`config.mk`:
```
export PLATFORM = sky130hd
export DESIGN_NAME = scgmc_top
export DESIGN_NICKNAME = d
export VERILOG_FILES = /design/src/core/scgmc_pkg.sv /design/src/core/scgmc_top.sv
export SDC_FILE = /design/constraint.sdc
export NUM_CORES = 1
export LEC_CHECK = 0
export ABC_AREA = 0
export BUFFER_PORTS_ARGS = -buffer_cell sky130_fd_sc_hd__buf_2
export CORE_MARGIN = 2
export CORE_UTILIZATION = 35
export CTS_BUF_LIST = sky130_fd_sc_hd__clkbuf_8
export CTS_CLUSTER_SIZE = 8
export DETAILED_ROUTE_END_ITERATION = 10
export PLACE_DENSITY = 0.56
export SLEW_MARGIN = 20
export SYNTH_ARGS = -nofsm -noshare
export SYNTH_HDL_FRONTEND = slang
export SYNTH_SLANG_ARGS = --single-unit
```
`constraint.sdc`:
```
create_clock -name clk_sys -period 3.8 [get_ports clk_sys]
set_input_delay 0.19 -clock clk_sys [delete_from_list [all_inputs] [get_ports clk_sys]]
set_output_delay 0.19 -clock clk_sys [all_outputs]
set_load 0.03 [all_outputs]
```
`src/core/scgmc_pkg.sv`:
```
// Package of register map, field positions and timing constants for the clock control block
package scgmc_pkg;
    // ----------------------------------------
    // Register offsets
    // ----------------------------------------
    localparam logic [7:0] ADDR_SRC_CTRL0 = 8'hE0;
    localparam logic [7:0] ADDR_SEL_GEAR = 8'hE1;
    localparam logic [7:0] ADDR_WARMUP_CTRL = 8'hE2;
    localparam logic [7:0] ADDR_NOISE_CTRL = 8'hE3;
    localparam logic [7:0] ADDR_KEY_A = 8'hE4;
    localparam logic [7:0] ADDR_KEY_B = 8'hE5;
    localparam logic [7:0] ADDR_QUAD_CTRL = 8'hE8;
    localparam logic [7:0] ADDR_QUAD_ADJ = 8'hE9;
    // ----------------------------------------
    // Field positions
    // ----------------------------------------
    localparam int BIT_HIGH_EN = 7;
    localparam int BIT_LOW_EN = 6;
    localparam int BIT_WARM_RUN = 2;
    localparam int BIT_CLK_SRC = 3;
    localparam int BIT_LOCK_BUSY = 5;
    localparam int BIT_LOCK_TIME = 4;
    localparam int BIT_PROT_FLAG = 7;
    localparam int BIT_EXT_BUF = 2;
    localparam int BIT_HIGH_DRV = 1;
    localparam int BIT_LOW_DRV = 0;
    // ----------------------------------------
    // Reset values
    // ----------------------------------------
    localparam logic [7:0] RST_SRC_CTRL0 = 8'hE0;
    localparam logic [7:0] RST_SEL_GEAR = 8'h04;
    localparam logic [7:0] RST_WARMUP_CTRL = 8'h2C;
    localparam logic [7:0] RST_NOISE_CTRL = 8'h03;
    localparam logic [7:0] RST_QUAD_ADJ = 8'h13;
    // ----------------------------------------
    // Key values and codes
    // ----------------------------------------
    localparam logic [7:0] KEY_FIRST = 8'h5A;
    localparam logic [7:0] KEY_SECOND = 8'hA5;
    localparam logic [1:0] QUAD_STOP = 2'h0;
    localparam logic [1:0] QUAD_LOCK = 2'h1;
    localparam logic [1:0] QUAD_USE = 2'h2;
    // ----------------------------------------
    // Timing exponents of oscillator cycle counts, and gear settle count in gear ticks
    // ----------------------------------------
    localparam int WARM_EXP_1 = 8;
    localparam int WARM_EXP_2 = 14;
    localparam int WARM_EXP_3 = 16;
    localparam int LOCK_EXP_LONG = 12;
    localparam int LOCK_EXP_SHORT = 10;
    localparam int GEAR_SETTLE = 4;
    typedef enum logic [1:0] {
        SCGMC_KEY_IDLE = 2'b00,
        SCGMC_KEY_A1 = 2'b01,
        SCGMC_KEY_ARMED = 2'b10,
        SCGMC_KEY_A2 = 2'b11
    } scgmc_key_t;
endpackage : scgmc_pkg

```
`src/core/scgmc_top.sv`:
```
// Clock source, gear, prescaler, quadrupler and protection control
//
// Decided for this implementation: the address-and-strobe port.
`timescale 1ns/1ps
module scgmc_top import scgmc_pkg::*; #(
    parameter int CNT_W = 17
) (
    // Clock and reset
    input wire logic clk_sys,
    input wire logic reset_n,
    // Oscillator cycle enables
    input wire logic highOscTick,
    input wire logic lowOscTick,
    // Register port
    input wire logic [7:0] regAddr,
    input wire logic [7:0] regWrData,
    input wire logic regWrStb,
    input wire logic regRdStb,
    output logic [7:0] regRdData,
    // Clock enables, oscillator controls and protection violation interrupt
    output logic gearClkEn,
    output logic stateClkEn,
    output logic prescalerClkEn,
    output logic lowClkSel,
    output logic quadClkSel,
    output logic quadRun,
    output logic highOscEn,
    output logic lowOscEn,
    output logic highOscDrive,
    output logic lowOscDrive,
    output logic extClkBuffer,
    output logic osc2PinHigh,
    output logic protectViolationIrq
);
    // ----------------------------------------
    // State
    // ----------------------------------------
    typedef struct packed {
        logic [7:0] src;
        logic [7:0] selGear;
        logic [7:0] warmCtl;
        logic [7:0] noise;
        logic [7:0] quadAdj;
        logic [1:0] quadAct;
        logic lockTime;
        logic warmBusy;
        logic [CNT_W-1:0] warmCnt;
        logic lockBusy;
        logic [CNT_W-1:0] lockCnt;
        logic [2:0] gearAct;
        logic srcAct;
        logic [2:0] settleCnt;
        logic [3:0] gearDiv;
        logic stateTgl;
        logic [3:0] fc16Div;
        logic preTglA;
        logic preTglB;
        logic prot;
        scgmc_key_t keySt;
        logic [7:0] rdData;
        logic gearEn;
        logic stateEn;
        logic preEn;
        logic irq;
    } scgmc_state_t;

    scgmc_state_t s_q, s_d;

    logic [CNT_W-1:0] warmLimit;
    logic [CNT_W-1:0] lockLimit;
    logic [3:0] gearMask;
    logic gearTick;
    logic protWr;
    logic wrOk;

    always_comb begin
        case (s_q.warmCtl[5:4])
            2'b01: warmLimit = CNT_W'(1 << WARM_EXP_1);
            2'b10: warmLimit = CNT_W'(1 << WARM_EXP_2);
            default: warmLimit = CNT_W'(1 << WARM_EXP_3);
        endcase
        lockLimit = s_q.lockTime ? CNT_W'(1 << LOCK_EXP_SHORT) : CNT_W'(1 << LOCK_EXP_LONG);
        case (s_q.gearAct)
            3'h0: gearMask = 4'h0;
            3'h1: gearMask = 4'h1;
            3'h2: gearMask = 4'h3;
            3'h3: gearMask = 4'h7;
            default: gearMask = 4'hF;
        endcase
    end

    // Warm-up counts the oscillator not in use, the one being brought up
    logic warmTick;
    assign warmTick = s_q.srcAct ? highOscTick : lowOscTick;
    assign gearTick = s_q.srcAct ? lowOscTick
        : (highOscTick && ((s_q.gearDiv & gearMask) == 4'h0));
    assign protWr = regWrStb && (regAddr == ADDR_SRC_CTRL0 || regAddr == ADDR_SEL_GEAR
        || regAddr == ADDR_WARMUP_CTRL || regAddr == ADDR_NOISE_CTRL
        || regAddr == ADDR_QUAD_CTRL || regAddr == ADDR_QUAD_ADJ);
    assign wrOk = regWrStb && !(protWr && s_q.prot);

    always_comb begin
        s_d = s_q;
        s_d.irq = 1'b0;
        s_d.gearEn = 1'b0;
        s_d.stateEn = 1'b0;
        s_d.preEn = 1'b0;
        // ----------------------------------------
        // Warm-up and lockup timers
        // ----------------------------------------
        if (s_q.warmBusy && warmTick) begin
            if (s_q.warmCnt + CNT_W'(1) >= warmLimit) begin
                s_d.warmBusy = 1'b0;
            end else begin
                s_d.warmCnt = s_q.warmCnt + CNT_W'(1);
            end
        end
        if (s_q.lockBusy && highOscTick) begin
            if (s_q.lockCnt + CNT_W'(1) >= lockLimit) begin
                s_d.lockBusy = 1'b0;
            end else begin
                s_d.lockCnt = s_q.lockCnt + CNT_W'(1);
            end
        end
        // ----------------------------------------
        // Gear, state and prescaler enables
        // ----------------------------------------
        if (highOscTick) begin
            s_d.gearDiv = s_q.gearDiv + 4'h1;
            s_d.fc16Div = s_q.fc16Div + 4'h1;
            if (s_q.fc16Div == 4'hF) begin
                s_d.preTglB = ~s_q.preTglB;
            end
        end
        if (gearTick) begin
            s_d.gearEn = 1'b1;
            s_d.stateTgl = ~s_q.stateTgl;
            s_d.stateEn = s_q.stateTgl;
            s_d.preTglA = ~s_q.preTglA;
            if (s_q.src[1:0] == 2'b00) begin
                s_d.preEn = s_q.preTglA;
            end
            if (s_q.settleCnt != 3'h0) begin
                s_d.settleCnt = s_q.settleCnt - 3'h1;
                if (s_q.settleCnt == 3'h1) begin
                    s_d.gearAct = s_q.selGear[2:0];
                    s_d.gearDiv = 4'h0;
                end
            end
            if (s_q.srcAct != s_q.selGear[BIT_CLK_SRC] && s_q.stateTgl) begin
                s_d.srcAct = s_q.selGear[BIT_CLK_SRC];
                s_d.gearDiv = 4'h0;
            end
        end
        if (s_q.src[1:0] == 2'b10 && highOscTick && s_q.fc16Div == 4'hF && s_q.preTglB) begin
            s_d.preEn = 1'b1;
        end
        // ----------------------------------------
        // Register writes
        // ----------------------------------------
        if (regWrStb && protWr && s_q.prot) begin
            s_d.irq = 1'b1;
        end
        if (wrOk) begin
            if (regAddr == ADDR_SRC_CTRL0) begin
                s_d.src = regWrData & 8'hFB;
                if (regWrData[BIT_WARM_RUN]) begin
                    s_d.warmBusy = 1'b1;
                    s_d.warmCnt = '0;
                end
            end else if (regAddr == ADDR_SEL_GEAR) begin
                s_d.selGear = regWrData & 8'h0F;
                s_d.settleCnt = 3'(GEAR_SETTLE);
            end else if (regAddr == ADDR_WARMUP_CTRL) begin
                s_d.warmCtl = regWrData;
            end else if (regAddr == ADDR_NOISE_CTRL) begin
                s_d.noise = {1'b0, regWrData[6:0]};
            end else if (regAddr == ADDR_QUAD_CTRL) begin
                s_d.quadAct = regWrData[7:6];
                s_d.lockTime = regWrData[BIT_LOCK_TIME];
                if (regWrData[7:6] == QUAD_LOCK && s_q.quadAct != QUAD_LOCK) begin
                    s_d.lockBusy = 1'b1;
                    s_d.lockCnt = '0;
                end
            end else if (regAddr == ADDR_QUAD_ADJ) begin
                s_d.quadAdj = regWrData;
            end else if (regAddr == ADDR_KEY_A) begin
                s_d.keySt = (regWrData == KEY_FIRST && s_q.keySt == SCGMC_KEY_IDLE) ? SCGMC_KEY_A1
                    : ((regWrData == KEY_SECOND && s_q.keySt == SCGMC_KEY_ARMED) ? SCGMC_KEY_A2
                    : SCGMC_KEY_IDLE);
            end else if (regAddr == ADDR_KEY_B) begin
                case (s_q.keySt)
                    SCGMC_KEY_A1: begin
                        s_d.keySt = (regWrData == KEY_SECOND) ? SCGMC_KEY_ARMED : SCGMC_KEY_IDLE;
                    end
                    SCGMC_KEY_A2: begin
                        s_d.keySt = SCGMC_KEY_IDLE;
                        if (regWrData == KEY_FIRST) begin
                            s_d.prot = ~s_q.prot;
                        end
                    end
                    default: begin
                        s_d.keySt = SCGMC_KEY_IDLE;
                    end
                endcase
            end
        end
        // Any other write, even a blocked one, breaks the key sequence
        if (regWrStb && regAddr != ADDR_KEY_A && regAddr != ADDR_KEY_B
            && s_q.keySt != SCGMC_KEY_IDLE) begin
            s_d.keySt = SCGMC_KEY_IDLE;
        end
        // ----------------------------------------
        // Register reads
        // ----------------------------------------
        s_d.rdData = 8'h00;
        if (regRdStb) begin
            if (regAddr == ADDR_SRC_CTRL0) begin
                s_d.rdData = {s_q.src[7:3], s_q.warmBusy, s_q.src[1:0]};
            end else if (regAddr == ADDR_SEL_GEAR) begin
                s_d.rdData = s_q.selGear;
            end else if (regAddr == ADDR_WARMUP_CTRL) begin
                s_d.rdData = s_q.warmCtl;
            end else if (regAddr == ADDR_NOISE_CTRL) begin
                s_d.rdData = {s_q.prot, s_q.noise[6:0]};
            end else if (regAddr == ADDR_QUAD_CTRL) begin
                s_d.rdData = {s_q.quadAct, s_q.lockBusy, s_q.lockTime, 4'h0};
            end else if (regAddr == ADDR_QUAD_ADJ) begin
                s_d.rdData = s_q.quadAdj;
            end else begin
                s_d.rdData = 8'h00;
            end
        end
    end

    always_ff @(posedge clk_sys) begin
        if (!reset_n) begin
            s_q <= '0;
            s_q.src <= RST_SRC_CTRL0;
            s_q.selGear <= RST_SEL_GEAR;
            s_q.warmCtl <= RST_WARMUP_CTRL;
            s_q.noise <= RST_NOISE_CTRL;
            s_q.quadAdj <= RST_QUAD_ADJ;
            s_q.quadAct <= QUAD_STOP;
            s_q.gearAct <= RST_SEL_GEAR[2:0];
            s_q.keySt <= SCGMC_KEY_IDLE;
            s_q.prot <= 1'b0;
        end else begin
            s_q <= s_d;
        end
    end

    // ----------------------------------------
    // Outputs
    // ----------------------------------------
    assign regRdData = s_q.rdData;
    assign gearClkEn = s_q.gearEn;
    assign stateClkEn = s_q.stateEn;
    assign prescalerClkEn = s_q.preEn;
    assign lowClkSel = s_q.srcAct;
    assign quadClkSel = (s_q.quadAct == QUAD_USE);
    assign quadRun = (s_q.quadAct != QUAD_STOP);
    assign highOscEn = s_q.src[BIT_HIGH_EN];
    assign lowOscEn = s_q.src[BIT_LOW_EN];
    assign highOscDrive = s_q.noise[BIT_HIGH_DRV];
    assign lowOscDrive = s_q.noise[BIT_LOW_DRV];
    assign extClkBuffer = s_q.noise[BIT_EXT_BUF];
    assign osc2PinHigh = s_q.noise[BIT_EXT_BUF];
    assign protectViolationIrq = s_q.irq;

    // ----------------------------------------
    // Checks
    // ----------------------------------------
    warm_start_a: assert property (@(posedge clk_sys) disable iff (!reset_n)
        wrOk && regAddr == ADDR_SRC_CTRL0 && regWrData[BIT_WARM_RUN] |=> s_q.warmBusy)
        else $error("warm-up did not start");
    warm_short_a: assert property (@(posedge clk_sys) disable iff (!reset_n)
        s_q.warmBusy && s_q.warmCtl[5:4] == 2'b01 |-> s_q.warmCnt < CNT_W'(256))
        else $error("warm-up count exceeds short limit");
    lock_flag_a: assert property (@(posedge clk_sys) disable iff (!reset_n)
        wrOk && regAddr == ADDR_QUAD_CTRL && regWrData[7:6] == QUAD_LOCK
        && s_q.quadAct == QUAD_STOP |=> s_q.lockBusy)
        else $error("lockup flag not raised");
    prot_block_a: assert property (@(posedge clk_sys) disable iff (!reset_n)
        s_q.prot && regWrStb && regAddr == ADDR_NOISE_CTRL |=> $stable(s_q.noise)
        && protectViolationIrq)
        else $error("protected write not blocked");
    prot_toggle_a: assert property (@(posedge clk_sys) disable iff (!reset_n)
        $changed(s_q.prot) |-> $past(s_q.keySt) == SCGMC_KEY_A2)
        else $error("protection changed without key");
    ext_pin_a: assert property (@(posedge clk_sys) disable iff (!reset_n)
        extClkBuffer |-> osc2PinHigh)
        else $error("second pin not high in buffer mode");
    gear_settle_a: assert property (@(posedge clk_sys) disable iff (!reset_n)
        wrOk && regAddr == ADDR_SEL_GEAR |=> s_q.settleCnt == 3'(GEAR_SETTLE))
        else $error("gear settle not armed");
    state_half_a: assert property (@(posedge clk_sys) disable iff (!reset_n)
        stateClkEn |-> !$past(s_q.stateTgl, 1) == 1'b0)
        else $error("state enable off phase");
    lock_bound_a: assert property (@(posedge clk_sys) disable iff (!reset_n)
        s_q.lockBusy |-> s_q.lockCnt < CNT_W'(1 << LOCK_EXP_LONG))
        else $error("lockup count beyond long limit");
    reset_prot_a: assert property (@(posedge clk_sys)
        !reset_n |=> !s_q.prot)
        else $error("protection on after reset");
    reset_drive_a: assert property (@(posedge clk_sys)
        !reset_n |=> highOscDrive && lowOscDrive && !extClkBuffer)
        else $error("noise bits wrong after reset");
    state_gap_a: assert property (@(posedge clk_sys) disable iff (!reset_n)
        stateClkEn |=> !stateClkEn)
        else $error("state enable on two cycles in a row");
    irq_cause_a: assert property (@(posedge clk_sys) disable iff (!reset_n)
        protectViolationIrq |-> $past(s_q.prot))
        else $error("violation pulse without protection");
    src_edge_a: assert property (@(posedge clk_sys) disable iff (!reset_n)
        $changed(lowClkSel) && $past(reset_n) |-> stateClkEn)
        else $error("source switched off a state boundary");
    high_weak_a: assert property (@(posedge clk_sys) disable iff (!reset_n)
        wrOk && regAddr == ADDR_NOISE_CTRL && !regWrData[BIT_HIGH_DRV] |=> !highOscDrive)
        else $error("high drive not reduced");
    low_weak_a: assert property (@(posedge clk_sys) disable iff (!reset_n)
        wrOk && regAddr == ADDR_NOISE_CTRL && !regWrData[BIT_LOW_DRV] |=> !lowOscDrive)
        else $error("low drive not reduced");
endmodule : scgmc_top
```
======== After elaboration in Yosys (flattened, before gate mapping) ========
Cells that the tools add are included.
word-level totals
  flip-flop bits (word level) ............. 106
  output and inout bits ................... 21
  logic and storage cells ................. 163
operators by class
  add/sub/neg operators ................... 5
  equal/unequal tests ..................... 27
  reduce and logical (&&, ||, !) cells .... 46
  $lt $le $gt $ge ......................... 2
  bitwise gates (word level) .............. 13
  mux-type cells .......................... 44
operators by type and width
  cell                                                  number
  two-way mux 18 bit                                    10
  equality test 8 bit (second input constant)           9
  two-way mux 8 bit                                     7
  two-way mux 36 bit                                    1
  adder 17 x 1 -> 17 bit (second input constant)        2
  two-way mux 17 bit                                    2
  one-hot mux 17 bit (2 select lines)                   1
  logical AND 1 bit                                     18
  greater-or-equal comparator 17 x 13 -> 1 bit          1
  greater-or-equal comparator 17 bit                    1
  inequality test 8 bit (second input constant)         2
  one-hot mux 4 bit (4 select lines)                    1
  two-way mux 13 bit                                    1
  two-way mux 2 bit                                     6
  two-way mux 3 bit                                     4
  two-way mux 4 bit                                     3
  NOT 1 bit                                             12
  AND reduction 11 bit                                  1
  equality test 2 bit (second input constant)           5
  AND reduction 2 bit                                   5
  adder 4 x 1 -> 4 bit (second input constant)          2
  equality test 8 x 7 -> 1 bit (second input constant)  1
  AND reduction 8 bit                                   1
  two-way mux 1 bit                                     7
  other kinds (22)                                      34

======== Logic depth before layout (Yosys ltp) ========
  word-level depth ........................ 11
  gate-level depth with buffers ........... 14

======== Least setup slack after synthesis ========
OpenSTA, ideal clock, no wires.
  path type ............................... reg-to-reg
  from .................................... reg s_q[51] in the netlist's numbering
  to ...................................... reg s_q[59] in the netlist's numbering
  stages on the path, launching flop included .. 15
  data arrival time ....................... 3.265 ns
  library setup time ...................... 0.059 ns
  clock period less this slack ............ 3.324 ns
  slack ................................... 0.476 ns
  path through ............................ dfxtp_1 -> ha_1 -> nand2_1 -> or3_1 -> nor2_1 -> nand4_1 -> xnor2_1 -> ha_1 -> or3b_2 -> or2_2 -> o22ai_1 -> a21oi_2 -> buf_2 -> or4_1 -> nand2_1
between the ends
  longest elaborated chain between the ends .. 7
RTL lines
  item                                line                                RTL
  from (decl)                         scgmc_top.sv:67                     scgmc_state_t s_q, s_d;
  adder 17 x 1 -> 17 bit (*)          scgmc_top.sv:112, scgmc_top.sv:115
  greater-or-equal comparator 17 bit  scgmc_top.sv:112                    if (s_q.warmCnt + CNT_W'(1) >= warmLimit) begin
  two-way mux 17 bit (*)              scgmc_top.sv:112
  two-way mux 18 bit (*)              scgmc_top.sv:111                    if (s_q.warmBusy && warmTick) begin
  two-way mux 18 bit                  scgmc_top.sv:167                    if (regWrData[BIT_WARM_RUN]) begin
  two-way mux 18 bit                  scgmc_top.sv:165                    if (regAddr == ADDR_SRC_CTRL0) begin
  two-way mux 36 bit (*)              scgmc_top.sv:164                    if (wrOk) begin
Every way passes the cells marked *; elsewhere a longest branch is shown, timed or not.
A chain may end at the register's enable or synchronous reset.

======== Worst setup path in the final report ========
  from .................................... reg s_q[52] in the netlist's numbering
  to ...................................... reg s_q[62] in the netlist's numbering
The elaborated chain is that of the path after synthesis.

==> results_dict.tcl <==
set metrics [dict create \
    async_reset_ff_share_pct 0 \
    rows 46 \
    io_pins 43 \
    drive_gt1_share_pct 15.17 \
    total_power_uw 1967 \
    synth_area_leaders "dfxtp_1 (38%), mux2i_1 (8.8%), nand2_1 (4.4%)" \
    dp_hpwl_mm 9.009 \
    die_h_um 130.6 \
    leakage_uw 0.002391 \
    synth_top_cell_area_share_pct 37.86 \
    final_cell_mix "dfxtp_1 (105), nand2_1 (66), mux2i_1 (49)" \
    dr.pass1.iters 4 \
    reg2reg_depth 12 \
    hold_viol 0 \
    first_iter_violations 401 \
    route.detailed.drc 0 \
    grt_pass1_vias 4291 \
    whs_path_depth 2 \
    multi_input_area_um2 3237 \
    ys_warn_count 0 \
    detailroute.via_count 4603 \
    grt_max_degree 40 \
    ir_worst_vdd_mv 0.2488 \
    startpoint_type "flip-flop" \
    dieArea_um2 17040 \
    grt_first_pass_wirelength_mm 21.43 \
    skew_ns 0.01393 \
    antenna_found_initial 0 \
    syn_inst 643 \
    hold_path_class "in2reg" \
    synth-seq-area-share_pct 37.86 \
    synth_area_um2 5605 \
    root_buffer "clkbuf_8" \
    cts_tree "done" \
    synth_edf_count 0 \
    syn_area_per_cell_um2 8.718 \
    n_antenna_cell 0 \
    fmax_ghz 0.2781 \
    drv_cap 0 \
    ant_nets 0 \
    ff2ff_setup_slack_ns 0.20 \
    synth_nets 681 \
    port_buffers 42 \
    r2r_end "s_q[62]$_SDFF_PN0_" \
    hold_buffers 0 \
    die_w_um 130.6 \
    holdPathEnd "protectViolationIrq$_SDFF_PN0_" \
    grt_usage_pct 15.71 \
    clk_latency_ns 0.39 \
    yosysTopAreaCell "dfxtp_1" \
    htree_levels 3 \
    p_per_area_nw_per_um2 319.2 \
    critPathMaxFanout 17 \
    crit_type "reg2reg" \
    initial_core_util_pct 35.54 \
    area_delta_synth_final_pct 9.911 \
    seqCellArea_um2 2123 \
    route.detailed.wl_per_inst_um 14.85 \
    hp-start "regWrStb" \
    numCtsBuffers 9 \
    synthFlopType "dfxtp_1" \
    ys_ff_latch 106 \
    worst_slew_pin_slew_ns 0.8902 \
    fillers 1633 \
    status "complete, no violations" \
    wl_mm 13.10 \
    setup_violations 0 \
    clock_sinks 106 \
    synth_cell_types 65 \
    cts_buffer_depth 2 \
    drv_slew 0 \
    maxSlewHeadroom_pct 40.10 \
    fp.coreArea_um2 15770 \
    fin_crit_ns 3.595 \
    path_clk_slew_ns 0.10 \
    gp_congestion 0.8081 \
    crit_arrival_ns 3.90 \
    period_share_pct 94.61 \
    holdWs_ns 0.1123 \
    regToRegStartpoint "s_q[52]$_SDFF_PN0_" \
    critPathRequiredTime_ns 4.10 \
    fin_tns_setup_ns 0 \
    final_common_cell "dfxtp_1" \
    grt_overflow 0 \
    nets 699 \
    drt-vias-per-instance 5.219 \
    cp-end-kind "flip-flop" \
]
cell usage after synthesis, drive strengths merged (2+ instances only):
| cell | number |
|---|---|
| a31oi | 2 |
| inv | 17 |
| nand2b | 11 |
| xor2 | 8 |
| mux2i | 49 |
| xnor2 | 12 |
| nor2b | 30 |
| nand4 | 20 |
| nor3 | 7 |
| and4 | 3 |
| or3b | 2 |
| and2 | 11 |
| o2111a | 2 |
| a32oi | 4 |
| nand4b | 3 |
| dfxtp | 106 |
| nor4b | 4 |
| a221oi | 4 |
| and3b | 3 |
| clkbuf | 24 |
| nand2 | 67 |
| mux2 | 7 |
| ha | 16 |
| a31o | 4 |
| or2 | 4 |
| a21boi | 7 |
| o211ai | 5 |
| nor2 | 36 |
| a211oi | 7 |
| a211o | 4 |
| nor3b | 7 |
| a2111oi | 2 |
| nand3 | 14 |
| nor4 | 10 |
| o22ai | 3 |
| a21oi | 38 |
| a22oi | 5 |
| buf | 20 |
| or3 | 17 |
| o21ai | 31 |
| and3 | 3 |
| o31ai | 2 |
| or4 | 5 |
flip-flops by register name, indices dropped and copies added, names as in the netlist:
register,cells
lowOscEn,1
prescalerClkEn,1
stateClkEn,1
highOscDrive,1
regRdData,8
protectViolationIrq,1
s_q,88
gearClkEn,1
highOscEn,1
lowOscDrive,1
extClkBuffer,1
lowClkSel,1
layout make-up:
type                       instances  share of cell area (%)
sequential                       106                   34.46
multi-input combinational        477                   52.54
inverter                          17                   1.036
clock buffer                      10                   2.234
tap                              216                   4.387
clock inverter                     6                  0.9545
timing repair buffer              50                   4.387
per-layer routing:
metal  track usage (%)  part of all wire (%)  vias up
met5                 0                     0        -
met4             3.567                  0.66        0
met3             3.990                   4.1        9
met2             24.79                    46       71
met1             21.71                    49     2197
li1                  -                     -     2326
worst max-delay path: stages (launching register included):
cell and delay [ns]:
dfxtp_2 0.37, ha_2 0.21, nand2_1 0.10, or3_4 0.42, nor2_2 0.13, nand4_1 0.15, xnor2_1 0.17, ha_1 0.19
or3b_2 0.53, a211oi_2 0.43, a21oi_4 0.19, or3_2 0.49, a21oi_1 0.14
timing repair:
item,CTS,global route
endpoints found under the setup margin,0,15
setup buffers,0,1
resized for setup,0,7
power breakdown:
part	total (uW)	leakage (uW)	internal (uW)	switching, uW
clock	705	0.000105	318	387
combinational	128	0.00143	47.5	81.0
sequential	1130	0.000857	1120	9.71
total	1970	0.00239	1490	477
worst max path at each step:
stage | start | end | slack [ns]
4_1_cts | s_q[52]$_SDFF_PN0_ | s_q[62]$_SDFF_PN0_ | 0.03
3_3_place_gp | s_q[52]$_SDFF_PN0_ | s_q[62]$_SDFF_PN0_ | 0.17
5_1_grt | s_q[52]$_SDFF_PN0_ | s_q[62]$_SDFF_PN0_ | -0.05
2_1_floorplan | s_q[51]$_SDFF_PN0_ | s_q[59]$_SDFF_PN0_ | 0.48
3_5_place_dp | s_q[52]$_SDFF_PN0_ | s_q[62]$_SDFF_PN0_ | 0.06
6_report | s_q[52]$_SDFF_PN0_ | s_q[62]$_SDFF_PN0_ | 0.20
cell families after synthesis:
| group | share of synthesized area (%) |
|---|---|
| multiplexers | 10.16 |
| buffers and inverters | 5.290 |
| AND/OR/NAND/NOR | 25.51 |
| flip-flops | 37.86 |
| XOR/XNOR | 3.125 |
| AO/OA/AOI/OAI | 14.49 |
| adder cells (fa/ha/maj) | 3.571 |
through the flow:
step                util, %  instance area [um^2]  setup WS (ns)  instances
floorplan                 -                  5605         0.4760        643
global placement      37.48                  5911         0.1742        864
detailed placement    37.48                  5911        0.06220        864
CTS                   38.73                  6107        0.03329        880
global route          39.07                  6161       -0.05149        882
finish                39.07                  6161         0.2047        882
Note: power is estimated with default switching activity, not from simulation.
